File: config.mk
export PLATFORM = sky130hd
export DESIGN_NAME = lkt_err_counter_flat
export DESIGN_NICKNAME = d
export VERILOG_FILES = /design/src/lkt_pkg.sv /design/src/lkt_if.sv /design/src/lkt_err_counter.sv /design/src/flat_wrapper.sv
export SDC_FILE = /design/constraint.sdc
export NUM_CORES = 1
export LEC_CHECK = 0
export BUFFER_PORTS_ARGS = -buffer_cell sky130_fd_sc_hd__clkbuf_2
export CORE_MARGIN = 10
export CORE_UTILIZATION = 48
export DETAILED_ROUTE_END_ITERATION = 16
export PLACE_DENSITY = 0.76
export SLEW_MARGIN = 5
export SYNTH_ARGS = -nofsm -noshare
export SYNTH_HDL_FRONTEND = slang
export SYNTH_SLANG_ARGS = --single-unit
File: constraint.sdc
create_clock -name clk -period 3 [get_ports clk]
set_clock_uncertainty 0.2 [all_clocks]
set_input_delay 0.15 -clock clk [delete_from_list [all_inputs] [get_ports clk]]
set_output_delay 0.15 -clock clk [all_outputs]
set_load 0.03 [all_outputs]
File: src/lkt_pkg.sv
// constants and types shared by the link test and error monitor
package lkt_pkg;
  localparam logic [11:0] A_LINK_PAGE = 12'h300;
  localparam logic [11:0] A_PRBS_EN   = 12'h315;
  localparam logic [11:0] A_PRBS_CTL  = 12'h316;
  localparam logic [11:0] A_PRBS_THR0 = 12'h317;
  localparam logic [11:0] A_PRBS_THR1 = 12'h318;
  localparam logic [11:0] A_PRBS_THR2 = 12'h319;
  localparam logic [11:0] A_PRBS_CNT0 = 12'h31A;
  localparam logic [11:0] A_PRBS_CNT1 = 12'h31B;
  localparam logic [11:0] A_PRBS_CNT2 = 12'h31C;
  localparam logic [11:0] A_PRBS_PASS = 12'h31D;
  localparam logic [11:0] A_TPL_CTL   = 12'h32C;
  localparam logic [11:0] A_TPL_EXP_A = 12'h32D;
  localparam logic [11:0] A_TPL_EXP_B = 12'h32E;
  localparam logic [11:0] A_TPL_FAIL  = 12'h32F;
  localparam logic [11:0] A_ERR_VIEW  = 12'h46B;
  localparam logic [11:0] A_OVER_DISP = 12'h46D;
  localparam logic [11:0] A_OVER_NIT  = 12'h46E;
  localparam logic [11:0] A_OVER_UCC  = 12'h46F;
  localparam logic [11:0] A_CGS_PASS  = 12'h470;
  localparam logic [11:0] A_ILAS_PASS = 12'h473;
  localparam logic [11:0] A_TEST_CFG  = 12'h477;
  localparam logic [11:0] A_ERR_THR   = 12'h47C;
  // field positions
  localparam int B_LINK_SEL  = 2;
  localparam int B_PRBS_CLR  = 0;
  localparam int B_PRBS_RUN  = 1;
  localparam int F_POLY_LO   = 2;
  localparam int F_PLANE_LO  = 4;
  localparam int B_TPL_EN    = 0;
  localparam int B_TPL_CLR   = 1;
  localparam int F_CONV_LO   = 2;
  localparam int F_SAMP_LO   = 4;
  localparam int F_VLANE_LO  = 4;
  localparam int B_ILAS_TEST = 7;
  localparam int B_RST_IRQ   = 7;
  localparam int B_DIS_CNT   = 6;
  localparam int B_RST_CNT   = 5;
  localparam int TPL_RES11_LO = 5;
  // reset values
  localparam logic [7:0] R_ZERO    = 8'h00;
  localparam logic [7:0] R_ERR_THR = 8'hFF;
  // pattern lengths and limits
  localparam logic [4:0] LEN_PRBS7  = 5'h07;
  localparam logic [4:0] LEN_PRBS15 = 5'h0F;
  localparam logic [4:0] LEN_PRBS31 = 5'h1F;
  localparam logic [23:0] TALLY_MAX = 24'hFFFFFF;
  localparam logic [2:0] CGS_COMMAS = 3'h4;
  localparam logic [2:0] LINK1_OFFSET = 3'h4;
  typedef enum logic [1:0] {
    LKT_PRBS7  = 2'h0,
    LKT_PRBS15 = 2'h1,
    LKT_PRBS31 = 2'h2
  } lkt_poly_e;
  typedef enum logic [1:0] {
    LKT_CNT_DISP = 2'h0,
    LKT_CNT_NIT  = 2'h1,
    LKT_CNT_UCC  = 2'h2
  } lkt_cnt_e;
  typedef enum logic [1:0] {
    LKT_IDLE = 2'b01,
    LKT_RUN  = 2'b10
  } lkt_run_e;
endpackage

File: src/lkt_if.sv


interface lkt_cnt_if;
  logic       err;
  logic [7:0] thr;
  logic       sel;
  logic       rst_irq;
  logic       dis;
  logic       rst_cnt;
  logic [7:0] count;
  logic       reached;
  modport cnt (input err, input thr, input sel, input rst_irq, input dis, input rst_cnt,
               output count, output reached);
  modport ctl (output err, output thr, output sel, output rst_irq, output dis, output rst_cnt,
               input count, input reached);
endinterface

File: src/lkt_err_counter.sv
// one per-lane per-type character error counter with threshold flag
`timescale 1ns/1ps
module lkt_err_counter
  import lkt_pkg::*;
(
  input wire logic clk,
  input wire logic reset_n,
  lkt_cnt_if.cnt   c
);
  logic disabled;

  always_ff @(posedge clk or negedge reset_n)
  begin
    if (!reset_n)
    begin
      c.count  <= '0;
      disabled <= 1'b0;
    end
    else
    begin
      if (c.sel)
        disabled <= c.dis;
      if (c.sel && c.rst_cnt)
        c.count <= '0;
      else if (c.err && !disabled && (c.count < c.thr))
        c.count <= c.count + 8'h01;
    end
  end

  // threshold flag, a new hit beats the clear
  always_ff @(posedge clk or negedge reset_n)
  begin
    if (!reset_n)
      c.reached <= 1'b0;
    else
      c.reached <= (c.reached & ~(c.sel & c.rst_irq)) | (c.count >= c.thr);
  end
endmodule

File: src/flat_wrapper.sv
// flat-port wrapper written by rule: the top's interface ports become plain ports
module lkt_err_counter_flat import lkt_pkg::*;
  (clk, reset_n, c_err, c_thr, c_sel, c_rst_irq, c_dis, c_rst_cnt, c_count, c_reached);
  lkt_cnt_if c_i ();
  input wire logic clk;
  input wire logic reset_n;
  input wire logic [$bits(c_i.err)-1:0] c_err;
  input wire logic [$bits(c_i.thr)-1:0] c_thr;
  input wire logic [$bits(c_i.sel)-1:0] c_sel;
  input wire logic [$bits(c_i.rst_irq)-1:0] c_rst_irq;
  input wire logic [$bits(c_i.dis)-1:0] c_dis;
  input wire logic [$bits(c_i.rst_cnt)-1:0] c_rst_cnt;
  output wire logic [$bits(c_i.count)-1:0] c_count;
  output wire logic [$bits(c_i.reached)-1:0] c_reached;
  assign c_i.err = c_err;
  assign c_i.thr = c_thr;
  assign c_i.sel = c_sel;
  assign c_i.rst_irq = c_rst_irq;
  assign c_i.dis = c_dis;
  assign c_i.rst_cnt = c_rst_cnt;
  assign c_count = c_i.count;
  assign c_reached = c_i.reached;
  lkt_err_counter u_core (.clk(clk), .reset_n(reset_n), .c(c_i));
endmodule
== After elaboration in Yosys (flattened, before gate mapping) ==
Index checks and enable logic that the tools add are counted.

* Output and inout port bits: 9
* Logic and storage cells: 17
* Flip-flop bits (word level): 10

* Add/sub/neg operators: 1
* Bitwise operators: 4
* Mux-type cells: 2
* $lt $le $gt $ge: 2
* Reduce and logical (&&, ||, !) cells: 5

{| class="wikitable"
|+ Operators by type and width
! operator !! number
|-
| 8-bit 2-to-1 mux || 2
|-
| 8-bit by 1-bit adder with 8-bit output (second input constant) || 1
|-
| 8-bit greater-or-equal comparator || 1
|-
| 8-bit < comparator || 1
|-
| 1-bit logical AND || 3
|-
| 1-bit AND || 2
|-
| 2-bit nonzero test || 1
|-
| 1-bit zero test || 1
|-
| 1-bit NOT || 1
|-
| 1-bit bitwise OR || 1
|}

== Depth between registers and ports, before layout ==
Gate-level depths: netlist (run 1).

* Word-level depth: 5
* Mapped depth: 8
* Mapped depth without buffers: 7

== Worst setup path before layout (run 1) ==
Ideal clock, no wire load.

* Kind: register to register
* Start point: reg u_core.c.count[7]
* End point: reg u_core.c.count[6]
* Stages on the path, launching flop included: 8
* Clock period less this slack: 2341 ps
* Arrival time: 2064 ps
* Slack: 659 ps
* Data required time: 2722 ps
* Path through: dfrtp_1 ha_1 a41o_1 a21oi_2 nand2_2 buf_6 or4_1 a21oi_1

* Longest elaborated chain between the ends: 3

{| class="wikitable"
|+ RTL lines
! item !! line !! RTL
|-
| from (decl) || lkt_if.sv:13 || <nowiki>output count, output reached);</nowiki>
|-
| from (signal assigned) || lkt_err_counter.sv:26 || <nowiki>c.count <= c.count + 8'h01;</nowiki>
|-
| 8-bit < comparator || lkt_err_counter.sv:25 || <nowiki>else if (c.err && !disabled && (c.count < c.thr))</nowiki>
|-
| 1-bit logical AND || lkt_err_counter.sv:25 ||
|-
| 2-bit nonzero test (no line) || n/a ||
|}

No other way between the ends.
A chain may end at the register's enable or synchronous reset.

== Worst setup path after layout (run 1) ==
* Start point: reg u_core.c.count[1]
* End point: reg u_core.c.count[3]

* Longest elaborated chain between the ends: 3

{| class="wikitable"
|+ RTL lines
! item !! line
|-
| 8-bit by 1-bit adder with 8-bit output / 8-bit < comparator (equally long branches) || lkt_err_counter.sv:26, lkt_err_counter.sv:25
|-
| 8-bit 2-to-1 mux / 1-bit logical AND (equally long branches) || lkt_err_counter.sv:25
|-
| 8-bit 2-to-1 mux / 2-bit nonzero test (equally long branches) || n/a
|}

Parallel ways exist; a longest one is shown, timed or not. The select of a mux whose other input is x is not followed.

==> results of run 1 <==
-- per-stage QoR --
step	instances	area (um^2)	util	hold slack (ns)	setup WS, ns
2_1_floorplan	82	738	-	-0.346	0.659
3_3_place_gp	118	855	0.581	-0.165	0.631
3_5_place_dp	118	855	0.581	-0.162	0.579
4_1_cts	126	931	0.633	0.0199	0.559
5_1_grt	126	931	0.633	0.0605	0.329
6_report	126	931	0.633	0.0227	0.539
-- layout make-up --
class / count / area (um^2)
Fill cell: 144 / 541
Multi-Input combinational cell: 60 / 435
Sequential cell: 10 / 250
Timing Repair Buffer: 27 / 155
Clock buffer: 4 / 36.3
Inverter: 9 / 33.8
Tap cell: 16 / 20.0
-- registers in the layout, indices dropped and copies added, names as in the netlist --
signal and flops:
u_core.disabled 1, u_core.c.count 8, u_core.c.reached 1
-- synthesized netlist by cell type --
cell type / count
sky130_fd_sc_hd__a21o_2: 1
sky130_fd_sc_hd__a21oi_1: 9
sky130_fd_sc_hd__a21oi_2: 1
sky130_fd_sc_hd__a41o_1: 1
sky130_fd_sc_hd__and2_1: 1
sky130_fd_sc_hd__and2b_2: 1
sky130_fd_sc_hd__and3_1: 2
sky130_fd_sc_hd__and4_1: 1
sky130_fd_sc_hd__buf_6: 1
sky130_fd_sc_hd__clkbuf_1: 2
sky130_fd_sc_hd__dfrtp_1: 10
sky130_fd_sc_hd__ha_1: 9
sky130_fd_sc_hd__inv_1: 9
sky130_fd_sc_hd__mux2_2: 1
sky130_fd_sc_hd__nand2_1: 6
sky130_fd_sc_hd__nand2_2: 1
sky130_fd_sc_hd__nand3_1: 2
sky130_fd_sc_hd__nand3b_1: 1
sky130_fd_sc_hd__nand4_1: 3
sky130_fd_sc_hd__nor2_1: 1
sky130_fd_sc_hd__nor2b_1: 1
sky130_fd_sc_hd__o211ai_1: 3
sky130_fd_sc_hd__o21ai_0: 2
sky130_fd_sc_hd__o31ai_1: 5
sky130_fd_sc_hd__or2_2: 1
sky130_fd_sc_hd__or3_1: 1
sky130_fd_sc_hd__or3_2: 1
sky130_fd_sc_hd__or4_1: 5
-- cells by family (layout without fill, tap and decap cells) --
logic type	Yosys count	after routing	synth area share
adder cells (fa/ha/maj)	9	9	0.153
AO/OA/AOI/OAI	22	22	0.193
multiplexers	1	1	0.0153
AND/OR/NAND/NOR	28	28	0.229
flip-flops	10	10	0.339
buffers and inverters	12	40	0.0712
-- power by group through the flow --
| stage | logic [W] | clock network (W) | registers, W |
|---|---|---|---|
| after floorplan | 0.0000396 | 0 | 0.000169 |
| after global placement | 0.0000777 | 0 | 0.000157 |
| after detailed placement | 0.0000799 | 0 | 0.000157 |
| after CTS | 0.0000853 | 0.000126 | 0.000154 |
| after global routing | 0.0000967 | 0.000132 | 0.000156 |
| final | 0.0000846 | 0.000128 | 0.000154 |
-- worst register-to-register path: stages, from the launching register on --
cell	delay, ns
sky130_fd_sc_hd__dfrtp_1	0.43
sky130_fd_sc_hd__ha_1	0.31
sky130_fd_sc_hd__nor2b_1	0.13
sky130_fd_sc_hd__o211ai_1	0.09
sky130_fd_sc_hd__a21oi_1	0.83
sky130_fd_sc_hd__o21ai_0	0.21
sky130_fd_sc_hd__a21oi_1	0.18
-- worst paths after layout --
check | cells past startpoint | slack, ns | endpoint
worst max register to register | 6 | 0.54 | u_core.c.count[3]
worst min-delay path | 4 | 0.02 | u_core.c.reached
worst min register to register | 2 | 0.34 | u_core.c.reached
worst max-delay path | 6 | 0.54 | u_core.c.count[3]
max in group asynchronous | 2 | 2.30 | u_core.c.count[2]
min in group asynchronous | 2 | 0.09 | u_core.disabled
-- metal layers --
metal,GRT usage,share of wire,vias to the layer above
li1,-,-,362
met1,0.141,0.44,334
met2,0.193,0.49,19
met3,0.0322,0.059,2
met4,0.0393,0.013,0
met5,0,0,-
==> flow_metrics.py, run 1 <==
metrics = {
    "sta": {
        "final-setup-viol-count": 0,
        "timing_hold_violations_final": 0,
        "layout_min_cycle_time_ns": 2.46,
        "worst-slew-pin-transition_ns": 1.07,
        "finalMaxSlewViolations": 0,
        "layout_worst_path_cycle_share": 0.820,
        "max_slew_headroom_at_the_worst_pin": 0.286,
        "setup_total_negative_slack_ns": 0,
        "grt_setup_unrepaired": "false",
        "max_clock_freq_ghz": 0.406,
    },
    "setup_path": {
        "cp_data_arrival_time_ns": 2.46,
        "crit_path_start": "u_core.c.count[1]",
        "critical_path.endpoint_type": "flop",
        "cp_data_required_time_ns": 3.00,
        "critical_path.max_stage_delay_ns": 0.83,
        "critical_path.reg2reg.startpoint": "u_core.c.count[1]",
        "crit_path_top_delay_cell": "sky130_fd_sc_hd__a21oi_1",
        "path_buf_inv": 0,
        "criticalPathCategory": "reg2reg",
        "worst_path_dominant_cell_family": "compound AO/OA/AOI/OAI gates",
        "path_max_fanout": 17,
        "critical_path.startpoint_type": "flop",
        "timing.critical_path.cells": "ha_1, nor2b_1, o211ai_1, a21oi_1, o21ai_0, a21oi_1",
        "cp_common_cell": "sky130_fd_sc_hd__a21oi_1",
    },
    "min_path": {
        "hp-start": "c_sel",
        "hold_path_class": "in2reg",
    },
    "route": {
        "route.vias.total": 717,
        "detailedRoute.firstIterationViolations": 7,
        "post_drt_wl_per_cell_um": 15.2,
        "drtAntennaViolNets": 0,
        "drt-pass1-iter-count": 4,
        "drcViolationCount": 0,
        "finalWirelength_um": 1910,
        "vias_per_cell": 5.69,
    },
    "final_layout": {
        "final_nets": 135,
        "final_layout_size_suffix_gt1_frac": 0.309,
        "antenna-diode-count": 0,
        "mostFrequentLayoutCell": "sky130_fd_sc_hd__clkbuf_2",
        "layout_common_cells": "23 x sky130_fd_sc_hd__clkbuf_2, 10 x sky130_fd_sc_hd__dfrtp_1, 9 x sky130_fd_sc_hd__inv_1, 9 x sky130_fd_sc_hd__a21oi_1, 9 x sky130_fd_sc_hd__ha_1",
        "area_delta_synth_final_pct": 26.1,
    },
    "yosys": {
        "post-synth-top-area-fraction": 0.339,
        "synthTopCellsByArea": "sky130_fd_sc_hd__dfrtp_1 34%, sky130_fd_sc_hd__ha_1 15%, sky130_fd_sc_hd__a21oi_1 6.1%, sky130_fd_sc_hd__o31ai_1 5.1%, sky130_fd_sc_hd__or4_1 5.1%",
        "synth.ff_latch_count": 10,
        "synth_warnings": 0,
        "post_synth.cell_area_avg_um2": 9.00,
        "synth.largest_area_cell": "sky130_fd_sc_hd__dfrtp_1",
        "synth_fp_nets": 106,
        "yosysSeqAreaShare": 0.339,
        "netlist-cell-type-count": 28,
        "netlist_area_um2": 738,
        "syn_inst": 82,
    },
    "clock_network": {
        "cts-buffers-inserted": 3,
        "cts-resized-gates": 0,
        "clkLatencyLatePin_ns": 0.28,
        "ctsHtreeMaxLevel": 1,
        "tritoncts": "done",
        "clk_path_buf_depth": 2,
        "cts_setup_buffers": 0,
        "clockRootBuffer": "sky130_fd_sc_hd__clkbuf_4",
        "cts.sinks": 10,
        "hold_buffers": 4,
        "clk_pin_slew_worst_paths_ns": 0.07,
    },
    "floorplanning": {
        "die_height_um": 59.2,
        "die-width_um": 59.2,
        "placementRows": 14,
        "initial_core_util": 0.502,
        "core_region_area_um2": 1470,
        "total_die_area_um2": 3510,
        "floorplan.io_pins": 24,
    },
    "global_routing": {
        "wire_length_of_the_first_global_routing_pass_um": 3260,
        "grt_antenna_before_repair": 0,
        "globalRoute.totalOverflow": 0,
        "grt_start_max_net_pins": 18,
        "grt_pass1_vias": 715,
        "track_usage": 0.117,
    },
    "run_status": {
        "outcome": "finished, final reports clean",
    },
    "power_and_ir_drop": {
        "total_switching_power_w": 0.000114,
        "vdd_ir_drop_max_v": 0.000355,
        "leakagePower_nw": 0.495,
        "power_frac_comb": 0.231,
        "power_frac_clock": 0.349,
        "finalPower_w": 0.000366,
        "power_density_nw_per_um2": 394,
        "design_internal_power_w": 0.000253,
        "pwr-share-seq": 0.420,
        "netSwitchingFraction": 0.310,
    },
    "place": {
        "hpwl_um": 1480,
        "routabilityCongestion": 0.835,
        "port_buffers": 23,
    },
    "job": {
        "drv.max_cap_violation_count": 0,
    },
}
Power figures use the tool's default switching activity.
==> inputs of run 2 (changes only) <==
ABC_AREA = 1   (was unset)
CORE_UTILIZATION = 45   (was 48)
PLACE_DENSITY = 0.74   (was 0.76)
clock period = 2.1 ns   (was 3 ns; I/O delays follow)
==> flow_metrics.py, run 2 <==
metrics = {
    "place": {
        "port_buffers": 23,
        "post_dp_cell_area_um2": 951,
        "routabilityCongestion": 0.816,
        "hpwl_um": 1580,
    },
    "setup_path": {
        "timing.critical_path.cells": "ha_1, a21oi_1, nand2_1, nand2_1, nand3_4, nand2_4, nand2_1, nand2_1",
        "critical_path.endpoint_type": "flop",
        "critical_path.max_stage_delay_ns": 0.46,
        "crit_path_top_delay_cell": "sky130_fd_sc_hd__dfrtp_1",
        "critical_path.startpoint_type": "flop",
        "cp_data_required_time_ns": 2.11,
        "worst_path_dominant_cell_family": "simple AND/OR/NAND/NOR gates",
        "criticalPathCategory": "reg2reg",
        "path_buf_inv": 0,
        "path_max_fanout": 9,
        "cp_data_arrival_time_ns": 1.81,
        "cp_common_cell": "sky130_fd_sc_hd__nand2_1",
    },
    "min_path": {
        "hold_path_class": "in2reg",
    },
    "floorplanning": {
        "initial_core_util": 0.471,
        "total_die_area_um2": 3880,
        "die_height_um": 62.3,
        "core_region_area_um2": 1710,
        "die-width_um": 62.3,
        "floorplan.io_pins": 24,
        "placementRows": 15,
    },
    "route": {
        "post_drt_wl_per_cell_um": 11.9,
        "vias_per_cell": 4.70,
        "finalWirelength_um": 1930,
        "drcViolationCount": 0,
        "drtAntennaViolNets": 0,
        "detailedRoute.firstIterationViolations": 13,
        "drt-pass1-iter-count": 4,
        "route.vias.total": 761,
    },
    "final_layout": {
        "mostFrequentLayoutCell": "sky130_fd_sc_hd__nand2_1",
        "design_area_um2": 1020,
        "layout_common_cells": "32 x sky130_fd_sc_hd__nand2_1, 23 x sky130_fd_sc_hd__clkbuf_2, 13 x sky130_fd_sc_hd__inv_1, 13 x sky130_fd_sc_hd__nor2_1, 10 x sky130_fd_sc_hd__dfrtp_1",
        "max_flop_register": "u_core.c.count",
        "number_of_filler_instances_in_the_final_layout": 171,
        "area_of_combinational_cells_with_multiple_inputs_um2": 480,
        "largest_register_ffs": 8,
        "layout.area.seq_um2": 250,
        "final_nets": 163,
        "reg_top3": "u_core.c.count x8, u_core.c.reached x1, u_core.disabled x1",
        "area_delta_synth_final_pct": 27.2,
        "antenna-diode-count": 0,
        "final_layout_size_suffix_gt1_frac": 0.248,
    },
    "global_routing": {
        "globalRoute.totalOverflow": 0,
        "grt_start_max_net_pins": 11,
        "track_usage": 0.106,
        "grt_pass1_vias": 798,
        "wire_length_of_the_first_global_routing_pass_um": 3480,
        "grt_antenna_before_repair": 0,
    },
    "yosys": {
        "syn_inst": 106,
        "ys_dominant_reg_cell": "sky130_fd_sc_hd__dfrtp_1",
        "synth.ff_latch_count": 10,
        "netlist-cell-type-count": 19,
        "synth_warnings": 0,
        "synth_enable_flop_cells": 0,
        "synth.cells.most_frequent": "32 x sky130_fd_sc_hd__nand2_1, 13 x sky130_fd_sc_hd__inv_1, 13 x sky130_fd_sc_hd__nor2_1",
        "netlist_area_um2": 805,
        "yosysSeqAreaShare": 0.311,
        "post-synth-top-area-fraction": 0.311,
        "synth_fp_nets": 130,
        "post_synth.cell_area_avg_um2": 7.59,
        "synthTopCellsByArea": "sky130_fd_sc_hd__dfrtp_1 31%, sky130_fd_sc_hd__nand2_1 15%, sky130_fd_sc_hd__ha_1 14%, sky130_fd_sc_hd__inv_1 6.1%, sky130_fd_sc_hd__nor2_1 6.1%",
        "ys_async_sr_fraction": 1.00,
        "synth.largest_area_cell": "sky130_fd_sc_hd__dfrtp_1",
        "yosys.cell_count.top_type": "sky130_fd_sc_hd__nand2_1",
    },
    "sta": {
        "max_slew_headroom_at_the_worst_pin": 0.821,
        "final-setup-viol-count": 0,
        "worst-slew-pin-transition_ns": 0.269,
        "grt_setup_unrepaired": "false",
        "max_clock_freq_ghz": 0.554,
        "setup_total_negative_slack_ns": 0,
        "finalMaxSlewViolations": 0,
        "timing_hold_violations_final": 0,
        "layout_worst_path_cycle_share": 0.859,
        "finalHoldWorstSlack_ns": 0.0163,
        "layout_min_cycle_time_ns": 1.80,
    },
    "run_status": {
        "outcome": "finished, final reports clean",
    },
    "clock_network": {
        "clkLatencyLatePin_ns": 0.27,
        "cts-resized-gates": 0,
        "cts_setup_buffers": 0,
        "ctsHtreeMaxLevel": 1,
        "cts-buffers-inserted": 3,
        "hold_buffers": 5,
        "clockRootBuffer": "sky130_fd_sc_hd__clkbuf_4",
        "cts.sinks": 10,
        "clk_path_buf_depth": 2,
        "clk_pin_slew_worst_paths_ns": 0.06,
        "tritoncts": "done",
    },
    "power_and_ir_drop": {
        "vdd_ir_drop_max_v": 0.000469,
        "power_density_nw_per_um2": 788,
        "leakagePower_nw": 0.611,
    },
    "job": {
        "drv.max_cap_violation_count": 0,
    },
}
## run 2: cell count changes in the layout (fill, tap and decap cells not counted), sizes merged, moves of 2 or more
cell    change
inv         +6
o21ai       -2
o211ai      -3
o31ai       -5
nand2      +27
a21oi       -8
nand3       +9
or3         -2
or4         -5
nor2       +13
xor2        +4
and3        -2
## run 2: metrics by stage
| stage | power (W) | setup WS (ns) | util | std cells |
|---|---|---|---|---|
| floorplan | 0.000555 | 0.312 | - | 106 |
| global placement | 0.000666 | 0.344 | 0.557 | 154 |
| detailed placement | 0.000674 | 0.318 | 0.557 | 154 |
| CTS | 0.000817 | 0.302 | 0.599 | 162 |
| global route | 0.000881 | 0.132 | 0.599 | 162 |
| finish | 0.000806 | 0.296 | 0.599 | 162 |
## run 2: final timing paths
path                                    from                 to  slack [ns]  cells after the start
min reg2reg                 u_core.c.reached   u_core.c.reached        0.31                      2
min in group asynchronous            reset_n  u_core.c.count[1]        0.04                      2
min                                c_rst_cnt  u_core.c.count[0]        0.02                      4
max in group asynchronous            reset_n    u_core.disabled        1.45                      2
max reg2reg                u_core.c.count[3]  u_core.c.count[5]        0.30                      8
max                        u_core.c.count[3]  u_core.c.count[5]        0.30                      8
## run 2: routing by layer
| layer | global-route usage | vias up | part of all wire | wire length, um |
|---|---|---|---|---|
| li1 | - | 397 | - | - |
| met4 | 0.0168 | 0 | 0.0067 | 13 |
| met1 | 0.113 | 342 | 0.42 | 818 |
| met2 | 0.183 | 19 | 0.48 | 925 |
| met3 | 0.0556 | 3 | 0.088 | 169 |
| met5 | 0 | - | 0 | 0 |
## run 2: cell type report
cell class	instances	area share
multi-input combinational	80	0.469
tap	25	0.0306
sequential	10	0.244
inverter	16	0.0721
timing repair buffer	28	0.161
clock buffer	3	0.0220
## run 2: tightest hold or removal path, stage by stage
cell	delay, ns
sky130_fd_sc_hd__clkbuf_2	0.10
sky130_fd_sc_hd__nand2_4	0.09
sky130_fd_sc_hd__nand3_1	0.10
sky130_fd_sc_hd__nand2_1	0.05
## run 2: cells by family (layout without fill, tap and decap cells)
group	count (synthesis)	count (layout)	synth area share
DFF	10	10	0.311
buffers and inverters	16	47	0.0918
muxes	1	1	0.0140
adders and majority gates	9	9	0.140
xor gates and xnor gates	5	5	0.0544
AOI/OAI and AO/OA	3	3	0.0218
and+or+nand+nor	62	62	0.367
## run 2: power by group
group | leakage (nW) | switching, W | internal, W
registers | 0.133 | 0.0000712 | 0.000235
clock network | 0.0138 | 0.0000677 | 0.0000664
logic | 0.464 | 0.000227 | 0.000139
total | 0.611 | 0.000366 | 0.000440
